[src/rtl/eprom_host_pkg.sv]
// package: timing counts, request op codes and sequencer constants for the eprom host controller
package eprom_host_pkg;
   localparam int CLK_MHZ = 125;
   localparam int ADDR_W = 15;
   localparam int DATA_W = 8;
   // read timing in ns, program setup and pulse timing in us
   localparam int T_ACC_NS = 120;
   localparam int T_OE_NS = 50;
   localparam int T_DF_NS = 50;
   localparam int T_SETUP_US = 2;
   localparam int T_FAST_PW_US = 100;
   localparam int T_ADAPT_PW_US = 1000;
   localparam int T_OVER_MIN_US = 2850;
   localparam int T_OVER_MAX_US = 78500;
   localparam int T_OVER_STEP_US = 3000;
   localparam int CYC_ACC_OE = ((T_ACC_NS - T_OE_NS) * CLK_MHZ + 999) / 1000;
   localparam int CYC_OE = (T_OE_NS * CLK_MHZ + 999) / 1000;
   localparam int CYC_DF = (T_DF_NS * CLK_MHZ + 999) / 1000;
   localparam int CYC_SETUP = T_SETUP_US * CLK_MHZ;
   localparam int CYC_FAST_PW = T_FAST_PW_US * CLK_MHZ;
   localparam int CYC_ADAPT_PW = T_ADAPT_PW_US * CLK_MHZ;
   localparam int CYC_OVER_STEP = T_OVER_STEP_US * CLK_MHZ;
   localparam int CNT_W = 24;
   localparam logic [7:0] FAST_RETRY = 8'h19;
   localparam logic [7:0] ADAPT_RETRY = 8'h19;
   localparam logic [1:0] OP_READ = 2'h0;
   localparam logic [1:0] OP_SIG = 2'h1;
   localparam logic [1:0] OP_PROG = 2'h2;
   localparam logic [DATA_W-1:0] ERASED_BYTE = 8'hFF;
endpackage

[src/rtl/eprom_host.sv]
// host controller: reads, signature reads and byte programming of a 32k x 8 uv eprom
`timescale 1ns/1ps
// How it works
// - signature: select and enable low, id bit at high voltage, rest low
// - programming entry: select, enable high, then low supply, then vpp
// - stable address and data, then select pulses low to program
// - verify after each pulse: select high, enable low, compare byte except after the overprogram pulse
// - fast pulses are 100 us low on device-select
// - adaptive initial pulses are 1 ms long
// - adaptive overprogram pulse lies between 2.85 and 78.5 ms
// - fast scheme is the default; adaptive chosen by input
// - low supply up before vpp, down after vpp
// - verify cycle is only used inside programming
module eprom_host
   import eprom_host_pkg::*;
(
   // clock and reset
   input wire logic sys_clk,
   input wire logic rst_n,
   // user request
   input wire logic req_valid,
   input wire logic [1:0] req_op,
   input wire logic [ADDR_W-1:0] req_addr,
   input wire logic [DATA_W-1:0] req_data,
   input wire logic adaptive_mode,
   output logic req_ready,
   // user answer
   output logic rsp_valid,
   output logic [DATA_W-1:0] rsp_data,
   output logic rsp_fail,
   // device pins
   output logic dev_select_n,
   output logic out_enable_n,
   output logic [ADDR_W-1:0] addr_pins,
   output logic id_high_voltage_level,
   output logic vcc_prog_en,
   output logic vpp_prog_en,
   input wire logic [DATA_W-1:0] data_pins_i,
   output logic [DATA_W-1:0] data_pins_o,
   output logic data_pins_oe
);
   typedef enum logic [10:0] {
      ST_IDLE = 11'h001, ST_RD_ADDR = 11'h002, ST_RD_OE = 11'h004, ST_FLOAT = 11'h008,
      ST_PG_VCC = 11'h010, ST_PG_VPP = 11'h020, ST_PG_SET = 11'h040, ST_PG_PULSE = 11'h080,
      ST_PG_VFY = 11'h100, ST_PG_VPPOFF = 11'h200, ST_PG_VCCOFF = 11'h400
   } state_e;

   state_e state_q;
   logic [DATA_W-1:0] din_s1_q, din_s2_q, wdata_q;
   logic [7:0] tries_q;
   logic over_q, fail_q, adapt_q, prog_op_q;
   logic [3:0] float_cnt_q;
   logic ld;
   logic [CNT_W-1:0] ld_cnt;
   logic tdone;

   // two-flop synchroniser on the data pins
   always_ff @(posedge sys_clk or negedge rst_n) begin
      if (!rst_n) begin
         din_s1_q <= '0;
         din_s2_q <= '0;
      end else begin
         din_s1_q <= data_pins_i;
         din_s2_q <= din_s1_q;
      end
   end

   // cycles since output enable last rose, saturating; holds back the data redrive
   always_ff @(posedge sys_clk or negedge rst_n) begin
      if (!rst_n) begin
         float_cnt_q <= 4'hF;
      end else if (!out_enable_n) begin
         float_cnt_q <= 4'h0;
      end else if (float_cnt_q != 4'hF) begin
         float_cnt_q <= float_cnt_q + 4'h1;
      end
   end

   // delay timer loads on every state entry that needs a wait
   always_comb begin
      ld = 1'b0;
      ld_cnt = '0;
      unique case (state_q)
         ST_IDLE: begin
            ld = req_valid;
            ld_cnt = (req_op == OP_PROG) ? CNT_W'(CYC_SETUP) : CNT_W'(CYC_ACC_OE);
         end
         ST_RD_ADDR: begin
            ld = tdone;
            ld_cnt = CNT_W'(CYC_OE + 2); // allow for synchroniser
         end
         ST_RD_OE, ST_PG_VCC, ST_PG_SET, ST_PG_PULSE, ST_PG_VPPOFF, ST_PG_VFY: begin
            ld = tdone;
            ld_cnt = CNT_W'(CYC_SETUP);
            if (state_q == ST_RD_OE) ld_cnt = CNT_W'(CYC_DF);
            if (state_q == ST_PG_SET) begin
               if (over_q) ld_cnt = CNT_W'(CYC_OVER_STEP);
               else if (adapt_q) ld_cnt = CNT_W'(CYC_ADAPT_PW);
               else ld_cnt = CNT_W'(CYC_FAST_PW);
            end
         end
         ST_PG_VPP: begin
            ld = tdone;
            ld_cnt = CNT_W'(CYC_SETUP);
         end
         ST_FLOAT, ST_PG_VCCOFF: begin
            ld = 1'b0;
            ld_cnt = '0;
         end
      endcase
   end

   eprom_delay u_delay (
      .sys_clk(sys_clk),
      .rst_n(rst_n),
      .load(ld),
      .count(ld_cnt),
      .done(tdone)
   );

   // sequencer
   always_ff @(posedge sys_clk or negedge rst_n) begin
      if (!rst_n) begin
         state_q <= ST_IDLE;
         tries_q <= '0;
         over_q <= 1'b0;
         fail_q <= 1'b0;
         adapt_q <= 1'b0;
         prog_op_q <= 1'b0;
         wdata_q <= ERASED_BYTE;
      end else begin
         unique case (state_q)
            ST_IDLE: if (req_valid) begin
               adapt_q <= adaptive_mode;
               wdata_q <= req_data;
               tries_q <= '0;
               over_q <= 1'b0;
               fail_q <= 1'b0;
               prog_op_q <= (req_op == OP_PROG);
               state_q <= (req_op == OP_PROG) ? ST_PG_VCC : ST_RD_ADDR;
            end
            ST_RD_ADDR: if (tdone) state_q <= ST_RD_OE;
            ST_RD_OE: if (tdone) state_q <= ST_FLOAT;
            ST_FLOAT: if (tdone) state_q <= ST_IDLE;
            ST_PG_VCC: if (tdone) state_q <= ST_PG_VPP;
            ST_PG_VPP: if (tdone) state_q <= ST_PG_SET;
            ST_PG_SET: if (tdone) begin
               state_q <= ST_PG_PULSE;
               tries_q <= tries_q + 8'h01;
            end
            ST_PG_PULSE: if (tdone) state_q <= ST_PG_VFY;
            ST_PG_VFY: if (tdone) begin
               if (over_q) state_q <= ST_PG_VPPOFF;
               else if (din_s2_q == wdata_q) begin
                  if (adapt_q) begin
                     over_q <= 1'b1; // one overprogram pulse
                     state_q <= ST_PG_SET;
                  end else state_q <= ST_PG_VPPOFF;
               end else if (tries_q >= (adapt_q ? ADAPT_RETRY : FAST_RETRY)) begin
                  fail_q <= 1'b1;
                  state_q <= ST_PG_VPPOFF;
               end else state_q <= ST_PG_SET;
            end
            ST_PG_VPPOFF: if (tdone) state_q <= ST_PG_VCCOFF;
            ST_PG_VCCOFF: state_q <= ST_IDLE;
         endcase
      end
   end

   // device pin drive, all registered
   always_ff @(posedge sys_clk or negedge rst_n) begin
      if (!rst_n) begin
         dev_select_n <= 1'b1;
         out_enable_n <= 1'b1;
         addr_pins <= '0;
         id_high_voltage_level <= 1'b0;
         vcc_prog_en <= 1'b0;
         vpp_prog_en <= 1'b0;
         data_pins_o <= '0;
         data_pins_oe <= 1'b0;
      end else begin
         if (state_q == ST_IDLE && req_valid) begin
            // signature: id bit at high voltage, only id select bit kept
            addr_pins <= (req_op == OP_SIG) ? {{(ADDR_W-1){1'b0}}, req_addr[0]} : req_addr;
            id_high_voltage_level <= (req_op == OP_SIG);
            dev_select_n <= (req_op == OP_PROG);
            out_enable_n <= 1'b1;
         end
         if (state_q == ST_RD_ADDR && tdone) out_enable_n <= 1'b0;
         if (state_q == ST_RD_OE && tdone) begin
            out_enable_n <= 1'b1;
            dev_select_n <= 1'b1;
         end
         if (state_q == ST_FLOAT && tdone) id_high_voltage_level <= 1'b0;
         if (state_q == ST_PG_VCC) vcc_prog_en <= 1'b1;
         if (state_q == ST_PG_VPP) begin
            vpp_prog_en <= 1'b1; // both selects high meanwhile
            data_pins_o <= wdata_q;
            data_pins_oe <= 1'b1;
         end
         if (state_q == ST_PG_SET) begin
            out_enable_n <= 1'b1;
            if (tdone) dev_select_n <= 1'b0;
         end
         if (state_q == ST_PG_SET && !tdone && out_enable_n && !data_pins_oe && float_cnt_q >= 4'(CYC_DF)) begin
            data_pins_oe <= 1'b1; // redrive after float wait
         end
         if (state_q == ST_PG_PULSE && tdone) begin
            dev_select_n <= 1'b1;
            data_pins_oe <= 1'b0; // release before verify
         end
         if (state_q == ST_PG_VFY) out_enable_n <= tdone;
         if (state_q == ST_PG_VPPOFF) out_enable_n <= 1'b1;
         if (state_q == ST_PG_VPPOFF && tdone) vpp_prog_en <= 1'b0;
         if (state_q == ST_PG_VCCOFF) vcc_prog_en <= 1'b0;
      end
   end

   // user answer
   always_ff @(posedge sys_clk or negedge rst_n) begin
      if (!rst_n) begin
         req_ready <= 1'b0;
         rsp_valid <= 1'b0;
         rsp_data <= '0;
         rsp_fail <= 1'b0;
      end else begin
         req_ready <= (state_q == ST_IDLE) && !req_valid;
         rsp_valid <= 1'b0;
         if (state_q == ST_RD_OE && tdone) begin
            rsp_valid <= 1'b1;
            rsp_data <= din_s2_q;
            rsp_fail <= 1'b0;
         end
         if (state_q == ST_PG_VCCOFF && prog_op_q) begin
            rsp_valid <= 1'b1;
            rsp_data <= wdata_q;
            rsp_fail <= fail_q;
         end
      end
   end
endmodule

[src/rtl/eprom_delay.sv]
// one-shot delay counter: done pulses once after the loaded count expires
`timescale 1ns/1ps
module eprom_delay
   import eprom_host_pkg::*;
(
   // clock and reset
   input wire logic sys_clk,
   input wire logic rst_n,
   // control
   input wire logic load,
   input wire logic [CNT_W-1:0] count,
   output logic done
);
   logic [CNT_W-1:0] cnt_q;
   logic run_q;

   // count down from the load value, flag on reaching one
   always_ff @(posedge sys_clk or negedge rst_n) begin
      if (!rst_n) begin
         cnt_q <= '0;
         run_q <= 1'b0;
         done <= 1'b0;
      end else if (load) begin
         cnt_q <= count;
         run_q <= 1'b1;
         done <= 1'b0;
      end else if (run_q && cnt_q <= CNT_W'(1)) begin
         run_q <= 1'b0;
         done <= 1'b1;
      end else begin
         cnt_q <= cnt_q - CNT_W'(1);
         done <= 1'b0;
      end
   end
endmodule

[config.mk]
export PLATFORM = sky130hd
export DESIGN_NAME = eprom_host
export DESIGN_NICKNAME = d
export VERILOG_FILES = /design/src/rtl/eprom_host_pkg.sv /design/src/rtl/eprom_host.sv /design/src/rtl/eprom_delay.sv
export SDC_FILE = /design/constraint.sdc
export NUM_CORES = 1
export LEC_CHECK = 0
export CORE_ASPECT_RATIO = 0.6
export CORE_MARGIN = 5
export CORE_UTILIZATION = 45
export DETAILED_ROUTE_END_ITERATION = 8
export DONT_BUFFER_PORTS = 1
export GPL_TIMING_DRIVEN = 0
export PLACE_DENSITY = 0.57
export SETUP_SLACK_MARGIN = 0.2
export SLEW_MARGIN = 10
export SYNTH_ARGS = -nofsm -noshare
export SYNTH_HDL_FRONTEND = slang
export SYNTH_SLANG_ARGS = --single-unit
[constraint.sdc]
create_clock -name sys_clk -period 6.75 [get_ports sys_clk]
set_clock_uncertainty 0.1 [all_clocks]
set_input_delay 0.3375 -clock sys_clk [delete_from_list [all_inputs] [get_ports sys_clk]]
set_output_delay 0.3375 -clock sys_clk [all_outputs]
set_load 0.02 [all_outputs]
* Word-level counts from Yosys, hierarchy flattened
Cells that the tools add are included. Widths: inputs -> output; s select.
Word-level totals: flip-flop bits (word level) 117, output and inout port bits 40
Cells by class: reduce and logical (&&, ||, !) cells 33, equality and inequality tests 30, $add $sub $neg 3, multiplexer cells 71, $lt $le $gt $ge 3
Operator list (count):
- $mux 11 | 12
- $pmux 11 s11 | 1
- $pmux 24 s5 | 1
- $mux 24 | 3
- $mux 8 | 6
- $mux 1 | 36
- $le 24x1->1 const B | 1
- $sub 24x1->24 const B | 1
- $mux 10 | 2
- $ne 2x1->1 const B | 10
- $mux 19 | 1
- $mux 17 | 1
- $pmux 8 s2 | 1
- $mux 15 | 1
- $reduce_bool 2->1 | 7
- $logic_and 1x1->1 | 13
- $eq 11x1->1 const B | 1
- $eq 11x10->1 const B | 1
- $eq 11x11->1 const B | 1
- $eq 11x2->1 const B | 1
- $eq 11x3->1 const B | 1
- $eq 11x4->1 const B | 1
- $eq 11x5->1 const B | 1
- $eq 11x6->1 const B | 1
- other kinds (26) | 35

* Depth between registers and ports, before layout
Gate-level depths: netlist (run 1).
word-level depth 8, gate-level depth with buffers 9, gate-level depth less buffers 8

* Cells and area by module
Synthesis (run 1) repeated with hierarchy kept, for this count alone.
Second synthesis, totals: cells, all modules 586, area total of the unflattened synthesis 5740.5 sq um
Modules (own cells, without submodules):
- eprom_host | sequential area each 2296.0 sq um, area each 4211.5 sq um, instances 1, cells an instance 417
- eprom_delay | sequential area each 650.6 sq um, area each 1529.0 sq um, instances 1, cells an instance 169

* Worst setup path before layout (run 1)
No wires, ideal clock.
path kind reg-to-reg, start point register state_q[7], end point register u_delay.cnt_q[0], clock period less this slack 2.308 ns, setup time 0.123 ns, cell stages (with the launch flop) 8, slack 4.442 ns, required time 6.527 ns, arrival time 2.085 ns, cell sequence dfrtp_1 buf_2 xor2_1 a221o_1 a211oi_4 mux2_2 a21o_1 a21boi_1
On the way: longest elaborated chain between the ends 5
RTL lines:
- from (decl) | RTL line eprom_host.sv:48 | state_e state_q;
- from (signal assigned) | RTL line eprom_host.sv:140 | state_q <= (req_op == OP_PROG) ? ST_PG_VCC : ST_RD_ADDR;
- $eq 11x3->1 | RTL line eprom_host.sv:83, eprom_host.sv:95
- $mux 8 | RTL line eprom_host.sv:95 | if (state_q == ST_RD_OE) ld_cnt = CNT_W'(CYC_DF);
- $mux 24 | RTL line eprom_host.sv:96 | if (state_q == ST_PG_SET) begin
- $pmux 24 s5 | RTL line eprom_host.sv:83 | unique case (state_q)
- $mux 24 | RTL line eprom_delay.sv:23 | end else if (load) begin
- to (signal assigned) | RTL line eprom_delay.sv:24 | cnt_q <= count;
- to (signal assigned) | RTL line eprom_delay.sv:31 | cnt_q <= cnt_q - CNT_W'(1);
- to (decl) | RTL line eprom_delay.sv:14 | logic [CNT_W-1:0] cnt_q;
Parallel ways exist; a longest one is shown, timed or not. A chain may end at the register's enable or synchronous reset.

* Worst setup path in the final report (run 1)
start point register state_q[9], end point register tries_q[4]
On the way: longest elaborated chain between the ends 3
RTL lines:
- $eq 11x7->1 / $eq 11x1->1 (equally long branches) | RTL line eprom_host.sv:132 | unique case (state_q)
- $ne 2x1->1 (no source line), or another cell as far along
- $reduce_and 3->1 (no source line)
- to (signal assigned) | RTL line eprom_host.sv:149 | tries_q <= tries_q + 8'h01;
- to (decl) | RTL line eprom_host.sv:50 | logic [7:0] tries_q;
Parallel ways exist; a longest one is shown, timed or not.

==> results of run 1 <==
-- cell type report --
cell class / instances / area [um^2] / area share (%)
Buffer: 30 / 141.4 / 2.045
Clock buffer: 17 / 425.4 / 6.153
Clock inverter: 15 / 195.2 / 2.823
Inverter: 10 / 37.54 / 0.5429
Multi-Input combinational cell: 437 / 2594 / 37.51
Sequential cell: 117 / 2947 / 42.62
Tap cell: 165 / 206.4 / 2.986
Timing Repair Buffer: 35 / 367.9 / 5.320
-- power by group through the flow --
stage	combinational [mW]	clock [mW]	sequential, mW
after floorplan	0.832	0	1.08
after global placement	1.07	0	1.12
after detailed placement	1.07	0	1.13
after CTS	1.11	0.971	1.12
after global routing	1.24	1.00	1.14
final	1.13	0.953	1.12
-- kinds of logic after synthesis --
group | after synthesis
compound gates | 79
xor+xnor | 40
fa+ha+maj | 6
buf+inv | 40
flops | 117
mux | 14
simple gates | 298
-- cell usage in the layout, fill, tap and decap left out, types with 10 or more instances in the layout --
cell and instances:
a21oi_1 13, buf_2 11, clkbuf_1 15, clkbuf_16 17, dfrtp_1 102, dfstp_2 15
dlygate4sd3_1 34, inv_1 10, nand2_1 125, nand3_1 30, nand4_1 11, nor2_1 47
nor4_1 13, o21ai_0 17, xnor2_1 13, xor2_1 27
-- stage by stage --
| stage | cells | setup WS [ps] | power [mW] | hold slack, ps |
|---|---|---|---|---|
| 2_1_floorplan | 594 | 4442 | 1.909 | -58.09 |
| 3_3_place_gp | 759 | 3692 | 2.188 | -53.77 |
| 3_5_place_dp | 759 | 3742 | 2.197 | -53.69 |
| 4_1_cts | 826 | 3736 | 3.197 | 85.09 |
| 5_1_grt | 826 | 3400 | 3.387 | 102.5 |
| 6_report | 826 | 3624 | 3.200 | 102.3 |
-- worst max-delay path: stages, from the launching register on --
cell	delay [ps]
dfrtp_1	350
buf_2	170
nor3_1	870
nand4_1	240
nor3b_1	850
nand4_1	210
xor2_1	170
nor2_1	50
-- worst max path at each step --
stage,startpoint,end
2_1_floorplan,state_q[7],u_delay.cnt_q[0]
3_3_place_gp,state_q[9],tries_q[4]
3_5_place_dp,state_q[9],tries_q[4]
4_1_cts,state_q[9],tries_q[4]
5_1_grt,state_q[9],tries_q[4]
6_report,state_q[9],tries_q[4]
-- timing repair --
item	in CTS	in global routing
hold buffers	35	0
buffers inserted	0	0
endpoints found under the hold margin	151	0
-- metal layers --
metal | up-vias | track usage (%) | routed length [um]
li1 | 2179 | - | -
met1 | 2304 | 32.73 | 7986
met2 | 122 | 28.01 | 6421
met3 | 19 | 7.121 | 1126
met4 | 0 | 5.851 | 232
met5 | - | 0 | 0
==> flow_summary.yaml, run 1 <==
yosys:
  synth_area_leaders: "dfrtp_1 (45%), nand2_1 (8.2%), dfstp_2 (6.9%), xor2_1 (4.1%), nor2_1 (3.1%)"
  synthMuxAreaShare_pct: 2.625
  synth_nets: 637
  ys_seq_area_share_pct: 51.52
  ys_warn_count: 0
  ys.flop_type: "dfrtp_1"
  synthCells: 594
  synth_async_sr_flop_share_pct: 100.0
  ys_seq_elements: 117
  synth_enable_flop_cells: 0
  synthTopCellsByCount: "nand2_1 (125), dfrtp_1 (102), nor2_1 (47)"
  yosysTopAreaCell: "dfrtp_1"
  synth_top_family_by_area: "simple AND/OR/NAND/NOR gates"
  synth-xor-area-share_pct: 6.126
  synth.distinct_cells: 64
  synth_compound_area_share_pct: 9.057
  synth_simple_gate_area_share_pct: 26.23
  postSynthAreaPerCell_um2: 9.628
  synth_area_um2: 5719
  synth_most_common_cell: "nand2_1"
  netlist.area_leader.share_pct: 44.63
  synthAdderAreaFrac_pct: 1.313
pwr:
  power_density_nw_per_um2: 462.8
  swShare_pct: 39.59
  peakVddDrop_mv: 0.2394
  clockPowerShare_pct: 29.8
  p_comb_share_pct: 35.3
  p_seq_share_pct: 35.0
  power.internal_mw: 1.933
  p_sw_mw: 1.267
  leakage_nw: 3.248
worst_hold_path:
  min_to: "prog_op_q"
  hold_path_depth: 2
  hp-start: "req_op[1]"
  min_path_type: "in -> reg"
worst_setup_path:
  r2r_slack_ps: 3620
  crit_fanout: 9
  reg2regPathDepth: 7
  critPathKind: "reg -> reg"
  r2r_end: "tries_q[4]"
  worstPathArrival_ps: 3320
  end_kind: "register"
  cp-start-kind: "register"
  rr_startpoint: "state_q[9]"
  required_ps: 6950
timing:
  min_period_ps: 3126
  timing_worst_slew_pin_value_ps: 1053
  setup_viol: 0
  timing.final.crit_share_pct: 46.31
  worst_slew_margin_rel_pct: 29.25
  hold_violations: 0
  slew_viol_final: 0
  max_freq_mhz: 319.9
  setup_tns_ps: 0
  rsz0062_at_grt: "false"
clock_network:
  cts_buffers: 17
  cts.sinks: 117
  clk_pin_slew_ps: 60
  htree_levels: 4
  post_cts_resize_count: 0
  root_buffer: "clkbuf_16"
  clockBufferDepth: 2
  cts_tree: "yes"
  insertion_delay_ps: 410
finish:
  utilization_pct: 56.41
  area_growth_pct: 20.89
  regMostFlops: "u_delay.cnt_q"
  n_fill_cell: 1093
  drive_gt1_share_pct: 12.56
  stdcell_area_um2: 6914
  largest_reg_flops: 24
  final_nets: 691
  num_antenna_cells: 0
  reg_top3: "u_delay.cnt_q (24), addr_pins (15), state_q (11)"
global_routing:
  grt_pass1_wl_um: 25180
  grt.overflow.total: 0
  grt_max_degree: 118
  grt_pass1_vias: 4507
  track_usage_pct: 21.24
  antenna_found_initial: 0
routing:
  first_iter_violations: 327
  via_per_inst: 5.598
  wl_um: 15770
  drc: 0
  num_vias: 4624
  wl_per_cell_um: 19.09
  ant_nets: 0
  dr.pass1.iters: 5
place:
  io_buffers: 0
  dpl.hpwl_um: 11320
  place_congestion: 0.9297
  dpl_cell_area_um2: 5926
floorplanning:
  coreArea_um2: 12260
  die-area_um2: 15140
  fp-row-count: 31
  die_h_um: 97.33
  io_pins: 77
  initial_core_util_pct: 46.66
  dieWidth_um: 155.5
run:
  maxCapViolCount: 0
outcome:
  outcome: "finished clean"
(Power assumes the default switching activity.)
==> inputs of run 2 (changes only) <==
--- a/config.mk
+++ b/config.mk
@@ -11,7 +11,7 @@
 export DETAILED_ROUTE_END_ITERATION = 8
 export DONT_BUFFER_PORTS = 1
 export GPL_TIMING_DRIVEN = 0
-export PLACE_DENSITY = 0.57
+export PLACE_DENSITY = 0.59
 export SETUP_SLACK_MARGIN = 0.2
 export SLEW_MARGIN = 10
 export SYNTH_ARGS = -nofsm -noshare
==> constraint.sdc (replaced) <==
create_clock -name sys_clk -period 2.65 [get_ports sys_clk]
set_clock_uncertainty 0.1 [all_clocks]
set_input_delay 0.1325 -clock sys_clk [delete_from_list [all_inputs] [get_ports sys_clk]]
set_output_delay 0.1325 -clock sys_clk [all_outputs]
set_load 0.02 [all_outputs]
==> flow_summary.yaml, run 2 (same netlist as run 1, synthesis figures left out) <==
timing:
  worst_slew_margin_rel_pct: 63.74
  slew_viol_final: 0
  hold_violations: 117
  hold_ws_ps: -678.7
  setup_viol: 0
  timing.final.crit_share_pct: 92.80
  rsz0062_at_grt: "true"
  setup_ws_ps: 190.7
  min_period_ps: 2459
  max_freq_mhz: 406.6
  timing_worst_slew_pin_value_ps: 543.9
worst_setup_path:
  crit_family: "simple AND/OR/NAND/NOR gates"
  end_kind: "register"
  cp-start-kind: "register"
  critPathKind: "reg -> reg"
  crit_fanout: 10
  worstPathArrival_ps: 2660
  worst_path_max_delay_cell: "nor4_4"
  rr_startpoint: "state_q[8]"
  path_buf_inv: 3
  critical_path.max_stage_delay_ps: 440
  crit_chain: "buf_6, or3_4, nor4_4, a211oi_4, mux2_4, buf_4, buf_8, nand2_1, nand2_1"
  reg2regPathDepth: 9
  required_ps: 2850
  r2r_slack_ps: 190
  cp_common_cell: "nand2_1"
  r2r_end: "u_delay.cnt_q[14]"
clock_network:
  cts_tree: "yes"
  insertion_delay_ps: 410
  clk_pin_slew_ps: 60
  cts_buffers: 17
  root_buffer: "clkbuf_16"
  htree_levels: 4
  cts.sinks: 117
  clockBufferDepth: 2
  cts_hold_buffers: 36
finish:
  reg_top3: "u_delay.cnt_q (24), addr_pins (15), state_q (11)"
  final-seq-area_um2: 2949
  num_antenna_cells: 0
  utilization_pct: 60.82
  n_fill_cell: 1042
  regMostFlops: "u_delay.cnt_q"
  stdcell_area_um2: 7455
  final_common_cell: "nand2_1"
  area_growth_pct: 30.34
  largest_reg_flops: 24
  drive_gt1_share_pct: 23.48
  multi_input_area_um2: 2856
  final_nets: 720
  layout_common_cells: "nand2_1 (125), dfrtp_1 (100), nor2_1 (39)"
outcome:
  violations: "hold timing"
  outcome: "complete, but fails checks"
routing:
  drc: 0
  first_iter_violations: 413
  dr.pass1.iters: 5
  via_per_inst: 5.595
  ant_nets: 0
  wl_um: 16430
  wl_per_cell_um: 19.22
  num_vias: 4784
pwr:
  leakage_nw: 3.471
  p_total_mw: 8.801
  power_density_nw_per_um2: 1181
  peakVddDrop_mv: 0.5757
global_routing:
  antenna_found_initial: 0
  track_usage_pct: 21.91
  grt_pass1_vias: 4766
  grt.overflow.total: 0
  grt_max_degree: 118
  grt_pass1_wl_um: 26140
place:
  dpl_cell_area_um2: 5926
  dpl.hpwl_um: 11070
  place_congestion: 0.9421
  io_buffers: 0
  place_ws_ps: -283.7
floorplanning:
  dieWidth_um: 155.5
  die_h_um: 97.33
  die-area_um2: 15140
  coreArea_um2: 12260
  fp-row-count: 31
  io_pins: 77
  initial_core_util_pct: 46.66
worst_hold_path:
  min_path_type: "in -> async"
run:
  maxCapViolCount: 0
-- run 2: changes by cell type in the layout (fill, tap and decap cells not counted), sizes merged --
cell,before,now
clkbuf,32,36
dlygate4sd3,34,36
bufinv,3,2
buf,16,39
clkinv,5,6
-- run 2: how the worst max path moves through the flow --
stage / startpoint / to / slack [ps] / cells after the start
5_1_grt: state_q[2] / tries_q[6] / 100 / 7
2_1_floorplan: state_q[7] / u_delay.cnt_q[0] / 340 / 7
6_report: state_q[8] / u_delay.cnt_q[14] / 190 / 9
3_5_place_dp: state_q[9] / tries_q[4] / -280 / 7
4_1_cts: state_q[4] / u_delay.cnt_q[16] / 160 / 7
3_3_place_gp: state_q[9] / tries_q[6] / -300 / 7
-- run 2: cell type report --
class	instances	share of cell area, %
multi-input combinational	437	38.32
buffer	30	2.820
timing repair buffer	64	8.040
clock buffer	17	5.707
tap	165	2.769
sequential	117	39.56
inverter	10	0.5035
clock inverter	15	2.283
-- run 2: power breakdown --
part	switching, mW	leakage, nW	internal, mW
clock	0.915	0.292	1.41
sequential	0.591	1.46	2.28
combinational	1.94	1.71	1.66
total	3.45	3.47	5.35
-- run 2: per-layer routing --
| metal | vias up | GRT usage, % | wire length (um) |
|---|---|---|---|
| li1 | 2236 | - | - |
| met1 | 2354 | 32.45 | 7675 |
| met2 | 177 | 30.70 | 7129 |
| met3 | 17 | 7.521 | 1457 |
| met4 | 0 | 5.178 | 168 |
| met5 | - | 0 | 0 |
-- run 2: stage by stage --
step	instances	setup TNS (ps)
final	855	0
after global routing	855	0
after CTS	841	0
after detailed placement	759	-1208
after global placement	759	-2118
after floorplan	594	0
-- run 2: what timing repair did --
item / in CTS / in global routing
buffers inserted: 14 / 13
cloned: 0 / 1
endpoints found under the setup margin: 59 / 73
pin swaps: 8 / 15
endpoints found under the hold margin: 154 / 117
gates resized for setup: 37 / 56
==> inputs of run 3 (changes only) <==
--- a/config.mk
+++ b/config.mk
@@ -12,6 +12,7 @@
 export DONT_BUFFER_PORTS = 1
 export GPL_TIMING_DRIVEN = 0
 export PLACE_DENSITY = 0.59
+export REMOVE_ABC_BUFFERS = 1
 export SETUP_SLACK_MARGIN = 0.2
 export SLEW_MARGIN = 10
 export SYNTH_ARGS = -nofsm -noshare
==> flow_summary.yaml, run 3 (same netlist as run 1, synthesis figures left out) <==
pwr:
  p_comb_share_pct: 37.2
  swShare_pct: 37.76
  p_seq_share_pct: 33.8
  power_density_nw_per_um2: 1210
  p_sw_mw: 3.337
  p_total_mw: 8.839
  leakage_nw: 3.381
  power.internal_mw: 5.502
  clockPowerShare_pct: 29.0
  peakVddDrop_mv: 0.4920
finish:
  final_common_cell: "nand2_1"
  reg_top3: "u_delay.cnt_q (24), addr_pins (15), state_q (11)"
  stdcell_area_um2: 7303
  area_growth_pct: 27.70
  n_fill_cell: 1023
  largest_reg_flops: 24
  final_nets: 700
  regMostFlops: "u_delay.cnt_q"
  num_antenna_cells: 0
  drive_gt1_share_pct: 20.75
  stdcell_count: 835
  utilization_pct: 59.59
  layout_common_cells: "nand2_1 (125), dfrtp_1 (93), nor2_1 (43)"
worst_setup_path:
  cp_common_cell: "buf_4"
  worstPathArrival_ps: 2690
  required_ps: 2840
  cp-start-kind: "register"
  worst_path_max_delay_cell: "dfrtp_2"
  critical_path.max_stage_delay_ps: 420
  crit_fanout: 4
  critPathKind: "reg -> reg"
  crit_chain: "buf_4, buf_4, nor4b_1, a221o_1, buf_4, and2_1, a211oi_1, o21ai_2, mux2_2"
  end_kind: "register"
  reg2regPathDepth: 9
clock_network:
  htree_levels: 4
  cts.sinks: 117
  insertion_delay_ps: 420
  cts_tree: "yes"
  cts_buffers: 17
  root_buffer: "clkbuf_16"
  cts_hold_buffers: 36
  clk_pin_slew_ps: 60
  clockBufferDepth: 2
global_routing:
  grt_pass1_vias: 4644
  track_usage_pct: 20.39
  grt_max_degree: 118
  grt.overflow.total: 0
  antenna_found_initial: 0
  grt_pass1_wl_um: 24730
outcome:
  violations: "hold timing"
  outcome: "complete, but fails checks"
worst_hold_path:
  min_path_type: "in -> async"
run:
  maxCapViolCount: 0
routing:
  wl_per_cell_um: 18.73
  wl_um: 15640
  drc: 0
  num_vias: 4773
  dr.pass1.iters: 6
  via_per_inst: 5.716
  first_iter_violations: 396
  ant_nets: 0
timing:
  hold_violations: 117
  max_freq_mhz: 400.4
  rsz0062_at_grt: "true"
  timing_worst_slew_pin_value_ps: 780.2
  min_period_ps: 2498
  worst_slew_margin_rel_pct: 47.99
  timing.final.crit_share_pct: 94.25
  slew_viol_final: 0
  hold_ws_ps: -685.6
  setup_viol: 0
place:
  dp.cells: 730
  dpl.hpwl_um: 10020
  dpl_cell_area_um2: 5796
  io_buffers: 0
  place_congestion: 0.9506
floorplanning:
  fp-row-count: 31
  die_h_um: 97.33
  dieWidth_um: 155.5
  initial_core_util_pct: 46.66
  io_pins: 77
  die-area_um2: 15140
  coreArea_um2: 12260
run 3: final cells by class:
type	count	area, um^2	area share [%]
Clock buffer	18	429.2	5.876
Tap cell	165	206.4	2.827
Inverter	10	37.54	0.5140
Timing Repair Buffer	73	671.9	9.200
Sequential cell	117	2962	40.55
Multi-Input combinational cell	438	2771	37.95
Clock inverter	14	225.2	3.084
run 3: power by group through the flow:
stage / registers (mW) / clock network (mW) / logic (mW)
6_report: 2.99 / 2.56 / 3.29
3_3_place_gp: 2.95 / 0 / 2.43
4_1_cts: 2.96 / 2.60 / 2.87
5_1_grt: 3.05 / 2.68 / 3.60
2_1_floorplan: 2.81 / 0 / 1.95
3_5_place_dp: 2.97 / 0 / 2.49
run 3: final timing paths:
| check | startpoint | to | slack, ps |
|---|---|---|---|
| max reg2reg | state_q[7] | state_q[6] | 150 |
| max | state_q[7] | state_q[6] | 150 |
| min in group sys_clk | req_valid | wdata_q[3] | 30 |
| min | rst_n | req_ready | -690 |
| min reg2reg | din_s1_q[6] | din_s2_q[6] | 240 |
| max in group asynchronous | rst_n | wdata_q[2] | 2900 |
run 3: critical path: cells and delay by family (launching register included):
family	cells	cell delay, ps
AOI/OAI and AO/OA	3	590
buffers and inverters	3	420
DFF	1	420
muxes	1	370
and+or+nand+nor	2	490
run 3: metrics by stage:
step / worst slack (ps) / TNS (ps)
after floorplan: -129.9 / -348.3
after global placement: -1059 / -32540
after detailed placement: -570.4 / -19690
after CTS: 120.6 / 0
after global routing: 36.98 / 0
final: 152.4 / 0
run 3: what timing repair did:
item / CTS / global route
resized for setup: 24 / 33
gates cloned: 0 / 1
endpoints found under the setup margin: 88 / 48
setup buffers: 21 / 15
hold endpoints to repair: 154 / 117
pin swaps: 4 / 10
run 3: metal layers:
layer	track usage, %	wire length, um
met1	29.39	7331
met2	29.27	6713
met3	7.388	1425
met4	4.775	168
met5	0	0
